===== src/flb_map.vh =====
// Purpose: Constants for the flash layout, boot map and operation sequencer.
// Assumes: ref_clk at 250 MHz; bus addresses are byte addresses.
// Function
// - A page is all addresses sharing bits [31:7]; low bits run 0 to 0x7F.
// - A page holds 32 words of 32 bits; programming writes one whole page.
// - Flash is split into 32KB blocks: four for 128KB, two for 64KB.
// - Page program takes typically 1.25 ms, excluding data transfer.
// - Block erase erases exactly one block, typically 0.1 s.
// - Chip erase erases the whole array, typically 0.2 s.
// - Boot pin sampled at reset release: high single chip, low single boot.
// - Single boot maps flash from 0x3F80_0000 up to size-dependent limit.
// - Single boot maps boot ROM at the bottom, ending at 0x0000_0FFF.
// - Single chip maps flash from zero up to size-dependent limit.
// - Single chip fetches startup code from flash after reset.
// - Single boot ROM code reprograms flash over a serial port.
// - Program and erase can be inhibited per block by a protection setting.
// - Protection is a software setting only, no hardware pin path.
// - An erase in progress cannot be suspended or resumed.
`ifndef FLB_MAP_VH
`define FLB_MAP_VH
`define FLB_PAGE_LSB 7
`define FLB_PAGE_LAST 7'h7f
`define FLB_WORDS 32
`define FLB_IDX_W 5
`define FLB_BLOCK_LSB 15
`define FLB_OFF_W 17
`define FLB_CHIP_TOP_128 32'h0001_ffff
`define FLB_CHIP_TOP_64 32'h0000_ffff
`define FLB_BOOT_BASE 32'h3f80_0000
`define FLB_BOOT_TOP_128 32'h3f81_ffff
`define FLB_BOOT_TOP_64 32'h3f80_ffff
`define FLB_ROM_TOP 32'h0000_0fff
`define FLB_CLK_PS 4000
`define FLB_PROG_NS 1250000
`define FLB_BLKER_NS 100000000
`define FLB_CHIPER_NS 200000000
`define FLB_TMR_W 26
`define FLB_OP_PROG 2'h0
`define FLB_OP_BLKER 2'h1
`define FLB_OP_CHIPER 2'h2
`endif


===== src/flb_ctrl.v =====
// Purpose: Flash boot-mode latch, address map and program/erase sequencer.
// Assumes: Protection bits come from a software-written register elsewhere.
// Notes: Long operation times are parameters so simulation can shorten them.
`timescale 1ns/1ps
`include "flb_map.vh"
module flb_ctrl #(
  parameter FLASH_128K = 1,
  parameter [31:0] PROG_CYC = (`FLB_PROG_NS * 1000 + `FLB_CLK_PS - 1) / `FLB_CLK_PS,
  parameter [31:0] BLKER_CYC = (`FLB_BLKER_NS / `FLB_CLK_PS) * 1000,
  parameter [31:0] CHIPER_CYC = (`FLB_CHIPER_NS / `FLB_CLK_PS) * 1000
) (
  input wire ref_clk, // System clock.
  input wire rstn, // Asynchronous reset, active low.
  input wire bootPin, // Startup source level.
  output wire singleChip, // High in single chip mode.
  output wire modeValid, // Boot mode has been latched.
  input wire busReq, // Bus address valid.
  input wire [31:0] busAddr, // Bus byte address.
  output reg mapValid_r, // Decode result valid.
  output reg mapFlash_r, // Address hits flash.
  output reg mapRom_r, // Address hits boot ROM.
  output reg mapMiss_r, // Address hits neither.
  output reg [`FLB_OFF_W-1:0] mapOff_r, // Offset within flash or ROM.
  input wire [3:0] protBlk, // Per-block inhibit from software.
  output wire bufReady, // Page buffer accepts a word.
  input wire bufValid, // Page buffer word strobe.
  input wire [`FLB_IDX_W-1:0] bufIdx, // Page buffer word index.
  input wire [31:0] bufData, // Page buffer word.
  output wire cmdReady, // Sequencer accepts a command.
  input wire cmdValid, // Command strobe.
  input wire [1:0] cmdOp, // Program, block erase or chip erase.
  input wire [31:0] cmdAddr, // Target byte address.
  output wire busy, // Operation in progress.
  output reg done_r, // Operation finished, one cycle.
  output reg refused_r, // Command refused, one cycle.
  output reg arrWe_r, // Array word write strobe.
  output reg [`FLB_OFF_W-1:0] arrAddr_r, // Array byte offset.
  output reg [31:0] arrData_r, // Array word.
  output reg arrBlkErase_r, // Array block erase start.
  output reg arrChipErase_r, // Array chip erase start.
  output reg [1:0] arrBlk_r // Block being erased.
);
  localparam [2:0] ST_IDLE = 3'h0;
  localparam [2:0] ST_LOAD = 3'h1;
  localparam [2:0] ST_WAIT = 3'h2;
  localparam [2:0] ST_DONE = 3'h3;
  localparam [2:0] ST_LAST = 3'h4;
  localparam [3:0] BLK_MASK = FLASH_128K ? 4'hf : 4'h3;

  // ************************************************************
  // Address map helpers
  // ************************************************************
  function [31:0] chipTop;
    input dummy;
    begin
      chipTop = FLASH_128K ? `FLB_CHIP_TOP_128 : `FLB_CHIP_TOP_64;
    end
  endfunction

  function [31:0] bootTop;
    input dummy;
    begin
      bootTop = FLASH_128K ? `FLB_BOOT_TOP_128 : `FLB_BOOT_TOP_64;
    end
  endfunction

  function [1:0] blockOf;
    input [31:0] off;
    begin
      blockOf = off[`FLB_BLOCK_LSB+1:`FLB_BLOCK_LSB];
    end
  endfunction

  // ************************************************************
  // Boot mode latch
  // ************************************************************
  reg latched_r;
  reg chipMode_r;

  always @(posedge ref_clk or negedge rstn)
  begin
    if (!rstn)
    begin
      latched_r <= 1'b0;
      chipMode_r <= 1'b0;
    end
    else if (!latched_r)
    begin
      latched_r <= 1'b1;
      chipMode_r <= bootPin;
    end
  end

  assign singleChip = chipMode_r;
  assign modeValid = latched_r;

  // ************************************************************
  // Address decode
  // ************************************************************
  reg hitFlash;
  reg hitRom;
  reg [31:0] offAll;

  always @*
  begin
    hitFlash = 1'b0;
    hitRom = 1'b0;
    offAll = busAddr;
    if (chipMode_r)
    begin
      hitFlash = busAddr <= chipTop(1'b0);
    end
    else
    begin
      offAll = busAddr - `FLB_BOOT_BASE;
      hitFlash = (busAddr >= `FLB_BOOT_BASE) && (busAddr <= bootTop(1'b0));
      hitRom = busAddr <= `FLB_ROM_TOP;
      if (hitRom)
      begin
        offAll = busAddr;
      end
    end
  end

  always @(posedge ref_clk or negedge rstn)
  begin
    if (!rstn)
    begin
      mapValid_r <= 1'b0;
      mapFlash_r <= 1'b0;
      mapRom_r <= 1'b0;
      mapMiss_r <= 1'b0;
      mapOff_r <= {`FLB_OFF_W{1'b0}};
    end
    else
    begin
      mapValid_r <= busReq && latched_r;
      mapFlash_r <= busReq && latched_r && hitFlash;
      mapRom_r <= busReq && latched_r && hitRom;
      mapMiss_r <= busReq && latched_r && !hitFlash && !hitRom;
      mapOff_r <= offAll[`FLB_OFF_W-1:0];
    end
  end

  // ************************************************************
  // Program and erase sequencer
  // ************************************************************
  reg [2:0] state_r;
  reg [`FLB_IDX_W-1:0] idx_r;
  reg [`FLB_TMR_W-1:0] timer_r;
  reg [31:0] pageBase_r;
  wire [31:0] bufWord;
  wire [31:0] cmdOff;
  wire [1:0] cmdBlk;
  wire inRange;
  wire blkProt;
  wire anyProt;
  wire accept;
  wire refuse;

  assign cmdOff = chipMode_r ? cmdAddr : cmdAddr - `FLB_BOOT_BASE;
  assign cmdBlk = blockOf(cmdOff);
  assign inRange = chipMode_r ? (cmdAddr <= chipTop(1'b0))
                              : ((cmdAddr >= `FLB_BOOT_BASE) && (cmdAddr <= bootTop(1'b0)));
  assign blkProt = protBlk[cmdBlk];
  assign anyProt = |(protBlk & BLK_MASK);
  assign cmdReady = (state_r == ST_IDLE) && latched_r;
  assign accept = cmdValid && cmdReady;
  assign refuse = accept && (cmdOp == `FLB_OP_CHIPER ? anyProt
                                                     : (!inRange || blkProt || cmdOp > `FLB_OP_CHIPER));
  assign busy = state_r != ST_IDLE;
  assign bufReady = !busy;

  flb_page_buf uBuf (
    .ref_clk(ref_clk),
    .wrEn(bufValid && bufReady),
    .wrIdx(bufIdx),
    .wrData(bufData),
    .rdIdx(idx_r),
    .rdData(bufWord)
  );

  always @(posedge ref_clk or negedge rstn)
  begin
    if (!rstn)
    begin
      state_r <= ST_IDLE;
      idx_r <= {`FLB_IDX_W{1'b0}};
      timer_r <= {`FLB_TMR_W{1'b0}};
      pageBase_r <= 32'h0000_0000;
      done_r <= 1'b0;
      refused_r <= 1'b0;
      arrWe_r <= 1'b0;
      arrAddr_r <= {`FLB_OFF_W{1'b0}};
      arrData_r <= 32'h0000_0000;
      arrBlkErase_r <= 1'b0;
      arrChipErase_r <= 1'b0;
      arrBlk_r <= 2'h0;
    end
    else
    begin
      done_r <= 1'b0;
      refused_r <= 1'b0;
      arrWe_r <= 1'b0;
      arrBlkErase_r <= 1'b0;
      arrChipErase_r <= 1'b0;
      case (state_r)
        ST_IDLE:
        begin
          idx_r <= {`FLB_IDX_W{1'b0}};
          if (refuse)
          begin
            refused_r <= 1'b1;
          end
          else if (accept)
          begin
            case (cmdOp)
              `FLB_OP_PROG:
              begin
                pageBase_r <= {cmdOff[31:`FLB_PAGE_LSB], {`FLB_PAGE_LSB{1'b0}}};
                state_r <= ST_LOAD;
              end
              `FLB_OP_BLKER:
              begin
                arrBlkErase_r <= 1'b1;
                arrBlk_r <= cmdBlk;
                timer_r <= BLKER_CYC[`FLB_TMR_W-1:0];
                state_r <= ST_WAIT;
              end
              default:
              begin
                arrChipErase_r <= 1'b1;
                timer_r <= CHIPER_CYC[`FLB_TMR_W-1:0];
                state_r <= ST_WAIT;
              end
            endcase
          end
        end
        ST_LOAD:
        begin
          idx_r <= idx_r + 1'b1;
          if (idx_r == `FLB_WORDS - 1)
          begin
            state_r <= ST_LAST;
          end
          if (idx_r != {`FLB_IDX_W{1'b0}})
          begin
            arrWe_r <= 1'b1;
            arrData_r <= bufWord;
            arrAddr_r <= pageBase_r[`FLB_OFF_W-1:0] + {idx_r - 1'b1, 2'h0};
          end
        end
        ST_LAST:
        begin
          arrWe_r <= 1'b1;
          arrData_r <= bufWord;
          arrAddr_r <= pageBase_r[`FLB_OFF_W-1:0] | (`FLB_PAGE_LAST & {{`FLB_IDX_W{1'b1}}, 2'h0});
          timer_r <= PROG_CYC[`FLB_TMR_W-1:0];
          state_r <= ST_WAIT;
        end
        ST_WAIT:
        begin
          // No abort path exists once the array is busy.
          timer_r <= timer_r - 1'b1;
          if (timer_r <= {{(`FLB_TMR_W-1){1'b0}}, 1'b1})
          begin
            state_r <= ST_DONE;
          end
        end
        ST_DONE:
        begin
          done_r <= 1'b1;
          state_r <= ST_IDLE;
        end
        default:
        begin
          state_r <= ST_IDLE;
        end
      endcase
    end
  end
endmodule


===== src/flb_page_buf.v =====
// Purpose: Page buffer holding one page of words before programming.
// Assumes: Single clock, one write and one read port.
// Notes: Read data come from a register one cycle after the address.
`timescale 1ns/1ps
`include "flb_map.vh"
module flb_page_buf (
  input wire ref_clk, // System clock.
  input wire wrEn, // Write strobe.
  input wire [`FLB_IDX_W-1:0] wrIdx, // Write word index.
  input wire [31:0] wrData, // Write word.
  input wire [`FLB_IDX_W-1:0] rdIdx, // Read word index.
  output reg [31:0] rdData // Registered read word.
);
  reg [31:0] mem [0:`FLB_WORDS-1];

  always @(posedge ref_clk)
  begin
    if (wrEn)
    begin
      mem[wrIdx] <= wrData;
    end
    rdData <= mem[rdIdx];
  end
endmodule


===== config.mk =====
export PLATFORM = sky130hd
export DESIGN_NAME = flb_ctrl
export DESIGN_NICKNAME = d
export VERILOG_FILES = /design/src/flb_ctrl.v /design/src/flb_page_buf.v
export VERILOG_INCLUDE_DIRS = /design/src
export SDC_FILE = /design/constraint.sdc
export NUM_CORES = 1
export LEC_CHECK = 0
export BUFFER_PORTS_ARGS = -buffer_cell sky130_fd_sc_hd__buf_2
export CAP_MARGIN = 40
export CORE_MARGIN = 8
export CORE_UTILIZATION = 66
export DETAILED_ROUTE_END_ITERATION = 7
export PLACE_DENSITY = 0.85
export SLEW_MARGIN = 0
export SYNTH_ARGS = -nofsm -noshare
export SYNTH_HDL_FRONTEND = slang
export SYNTH_SLANG_ARGS = --single-unit

===== constraint.sdc =====
create_clock -name ref_clk -period 7.1 [get_ports ref_clk]
set_clock_uncertainty 0.05 [all_clocks]
set_input_delay 1.42 -clock ref_clk [delete_from_list [all_inputs] [get_ports ref_clk]]
set_output_delay 1.42 -clock ref_clk [all_outputs]
set_load 0.02 [all_outputs]

# Word-level counts from Yosys, hierarchy flattened
# Memory sizes are Yosys's and may differ from the RTL's. A register that Yosys moved wholly into a read port is not among the register bits.
# Cells that the tools add are included.
word_totals:
  register_bits: 123
  ram_bits: 1024
  elab_cells: 120
  memories: 1
memory_table:
  columns: ["name", "depth", "word_bits", "rd", "rd_clocked_by_memory_dff", "wr", "line", "rtl"]
  rows:
  - ["uBuf.mem", 32, 32, 1, 1, 1, "flb_page_buf.v:14", "reg [31:0] mem [0:`FLB_WORDS-1];"]
classes:
  addsub: 6
  magnitude_cmp: 10
  n_eq_ne: 13
  muxes: 39
  bitwise: 1
  reduce_logical: 31
op_table:
  columns: ["op", "n"]
  rows:
  - ["$pmux 26 s3", 1]
  - ["$mux 17", 4]
  - ["$ge 32x30->1 const B", 2]
  - ["$le 32x17->1 const B", 2]
  - ["$le 32x30->1 const B", 2]
  - ["$pmux 32 s2", 1]
  - ["$mux 26", 2]
  - ["$pmux 26 s2", 1]
  - ["$pmux 17 s2", 1]
  - ["$sub 17x1->17 const B", 2]
  - ["$le 32x12->1 const B", 1]
  - ["$mux 32", 1]
  - ["$le 26x1->1 const B", 1]
  - ["$sub 26x1->26 const B", 1]
  - ["$mux 1", 19]
  - ["$add 17x7->17", 1]
  - ["$reduce_and 4->1", 4]
  - ["$mux 3", 4]
  - ["$ne 2x2->1 const B", 6]
  - ["$pmux 3 s4", 1]
  - ["$logic_and 1x1->1", 11]
  - ["$pmux 5 s2", 1]
  - ["$eq 3x2->1 const B", 2]
  - ["$reduce_bool 3->1", 2]
  - ["other kinds (22)", 27]

# Depth between registers and ports, before layout
depth:
  word_depth: 10
  ltp_mapped: 11

# Cells and area by module
# Synthesis repeated with hierarchy kept, for this count alone.
hier_totals:
  hier_cells: 2722
  hier_area_um2: 45811.4
modules_own_cells:
  columns: ["module", "n_inst", "cells_each", "area_each_um2", "seq_area_each_um2"]
  rows:
  - ["flb_page_buf", 1, 2260, 40492.6, 31390.1]
  - ["flb_ctrl", 1, 462, 5318.9, 3027.9]

# Least setup slack after synthesis
# OpenSTA, ideal clock, no wires.
synth_timing:
  path_kind: "input-to-reg"
  startpoint: "input port bufIdx[0]"
  endpoint: "memory uBuf.mem[12][0], enable pin"
  arrival_ns: 3.336
  required_ns: 6.629
  setup_slack_ns: 3.293
  cell_stages: 3
  path_cell_list: "or3_1 -> clkbuf_1 -> nor2_1"
synth_lines:
  columns: ["item", "line", "rtl"]
  rows:
  - ["start: declaration", "flb_ctrl.v:27", "input wire [`FLB_IDX_W-1:0] bufIdx,"]
  - ["end: declaration", "flb_page_buf.v:14", null]
# Straight into the memory's write port.

# Final worst setup path
layout_timing:
  startpoint: "register state_r[0]"
  endpoint: "output port cmdReady"
layout_between:
  elab_chain_len: 2
layout_lines:
  columns: ["item", "line", "rtl"]
  rows:
  - ["start: declaration", "flb_ctrl.v:148", "reg [2:0] state_r;"]
  - ["start signal: assignment", "flb_ctrl.v:187", "state_r <= ST_IDLE;"]
  - ["start signal: assignment", "flb_ctrl.v:221", "state_r <= ST_LOAD;"]
  - ["start signal: assignment", "flb_ctrl.v:228", "state_r <= ST_WAIT;"]
  - ["$logic_not 3->1", "flb_ctrl.v:167", "assign cmdReady = (state_r == ST_IDLE) && latched_r;"]
  - ["$logic_and 1x1->1", "flb_ctrl.v:167", null]
  - ["end: declaration", "flb_ctrl.v:29", "output wire cmdReady,"]
# No other way between the ends.

==> out/metrics.cfg <==
[outcome]
status=complete, but fails checks
violations=DRC

[power_and_ir_drop]
total_power_mw=14.95
power.leakage_nw=16.68
p_per_area_mw_per_mm2=292.9
peakVddDrop_uv=192.6

[floorplanning]
start_util_pct=66.84
rows=95
die_w_um=277.3
die_y_um=277.3
dieArea_mm2=0.07687
core_region_area_mm2=0.06740
num_io_pins=195

[placed_design]
place_area_mm2=0.04741
io_buffers=185
gp_congestion=0.9273
hpwl_mm=57.24

[clock_tree]
cts_buffers=110
cts_hold_buf=0
cts-root-buf=clkbuf_16
post-cts-setup-buffers=0
cts_resized=0
ctsLongestPathBuffers=3
clk_latency_ns=0.67
clkTransAtPathRegs_ns=0.07
numClockSinks=1177
htree_levels=3
tritoncts=built

[timing]
period_needed_ns=3.722
fmax_mhz=268.7
setup-violations-final=0
relSlewSlack_pct=27.15
finalSetupTns_ns=0
fin_crit_sh_pct=52.42
rsz0062_at_grt=no
worst_pin_slew_ns=1.093
finalHoldViolCount=0
finalMaxSlewViolations=0
whs_ns=0.4161

[detailed_routing]
wl_mm=119.4
vias=24493
wl_per_cell_um=35.83
routed_via_density=7.353
antenna_left=0
drtIter0Drc=3386
dr.pass1.iters=8
drc_errors=1

[synthesis]
synth_ff_type=edfxtp_1
synthDistinctLibCells=67
synthArstFlopShare_pct=10.28
yosys_warnings=0
synthTopCellsByArea=edfxtp_1, mux4_2, dfrtp_1
avgSynthCellArea_um2=21.24
synth_area_mm2=0.04505
synth_edf_count=1024
yosysSeqAreaShare_pct=76.40
ys_ff_latch=1177
syn-instance-count=2121
synth_top_cell_by_area=edfxtp_1
synth_top_area_share_pct=68.26

[critical_path]
critPathKind=reg2out
worstPathRequired_ns=5.63
crit_path_max_fanout=15
start_kind=flop
end_kind=primary output
arrival_ns=2.25

[grt]
grt_pass1_vias=25088
grt_pass1_wl_mm=171.5
gr-usage-all-layers_pct=30.60
overflow=0
antenna_found_initial=5
grt_max_degree=141

[layout]
final_area_mm2=0.05104
final_util_pct=75.73
area_delta_synth_final_pct=13.30
final_common_cell=edfxtp_1
nets=2477
final_cell_mix=edfxtp_1, mux4_2, buf_2, mux2i_1, dfrtp_1
drive_gt1_share_pct=31.58

[min_path]
worstHoldPathType=reg2reg

[flow_run]
maxCapViolations=0

-- worst paths after layout --
path                                 startpoint          endpoint  slack [ns]  cells after the start
worst max-delay path                 state_r[0]          cmdReady        3.38                      4
worst min-delay path            uBuf.rdData[24]     arrData_r[24]        0.42                      1
worst max register to register       state_r[0]  uBuf.mem[10][14]        3.38                      7
worst min register to register  uBuf.rdData[24]     arrData_r[24]        0.42                      1
max in group asynchronous                  rstn      arrData_r[7]        5.34                      3
min in group asynchronous                  rstn       timer_r[16]        0.66                      1
-- where the power goes --
part / switching (mW) / internal (mW) / total (mW)
combinational: 0.730 / 0.499 / 1.23
clock: 2.56 / 3.33 / 5.88
sequential: 0.144 / 7.69 / 7.84
-- layout make-up --
cell class	instances	area [um2]
Sequential cell	1177	34430
Fill cell	3190	16360
Multi-Input combinational cell	813	10360
Clock buffer	157	3174
Timing Repair Buffer	242	1495
Tap cell	873	1092
Clock inverter	50	417.9
Inverter	15	56.30
Antenna cell	4	10.01
-- metal layers --
metal  GRT usage (%)  vias up  share of wire (%)
li1                -     9340                  -
met3           6.935      428                 11
met1           37.81    12532                 33
met2           50.90     2191                 50
met4           15.94        2                5.7
met5               0        -              0.011
-- per-stage QoR --
stage               cells  setup slack, ns
floorplan            2122            3.293
global placement     3111            3.123
detailed placement   3119            3.304
CTS                  3326            3.371
global route         3331            3.224
finish               3331            3.378
-- worst max-delay path, stage by stage (launching register included) --
cell	delay [ns]
dfrtp_1	0.54
or3_1	0.49
inv_2	0.25
and2_1	0.16
buf_2	0.16
-- logic make-up after synthesis --
family	Yosys count	synth area share, %
adder cells (fa/ha/maj)	5	0.1389
flip-flops	1177	76.40
other	2	0.01667
AO/OA/AOI/OAI	168	2.875
AND/OR/NAND/NOR	195	2.239
multiplexers	440	17.07
buffers and inverters	132	1.225
XOR/XNOR	2	0.03889
-- flip-flops by register name (all words and copies together) (netlist names), 3 cells and up --
name and cells:
uBuf.rdData 32, arrAddr_r 15, idx_r 5, state_r 3, arrData_r 32, uBuf.mem 1024, mapOff_r 17, timer_r 26
pageBase_r 10
-- cell usage after synthesis (all sizes together) (3+ instances only) --
cell type / n
a211oi: 5
a21oi: 21
a221oi: 36
a22o: 33
a31oi: 11
a41oi: 3
and2: 3
and3: 9
buf: 50
clkbuf: 67
dfrtp: 121
dfxtp: 32
edfxtp: 1024
ha: 5
inv: 15
mux2: 55
mux2i: 128
mux4: 257
nand2: 25
nand2b: 4
nand3: 13
nand3b: 3
nand4: 11
nor2: 64
nor2b: 4
nor3: 27
nor4: 9
nor4b: 3
o2111ai: 3
o211ai: 4
o21ai: 19
o221ai: 3
o22ai: 3
o2bb2ai: 4
o311ai: 3
o31ai: 3
or3: 6
or4: 6
Note: power is estimated with default switching activity, not from simulation.
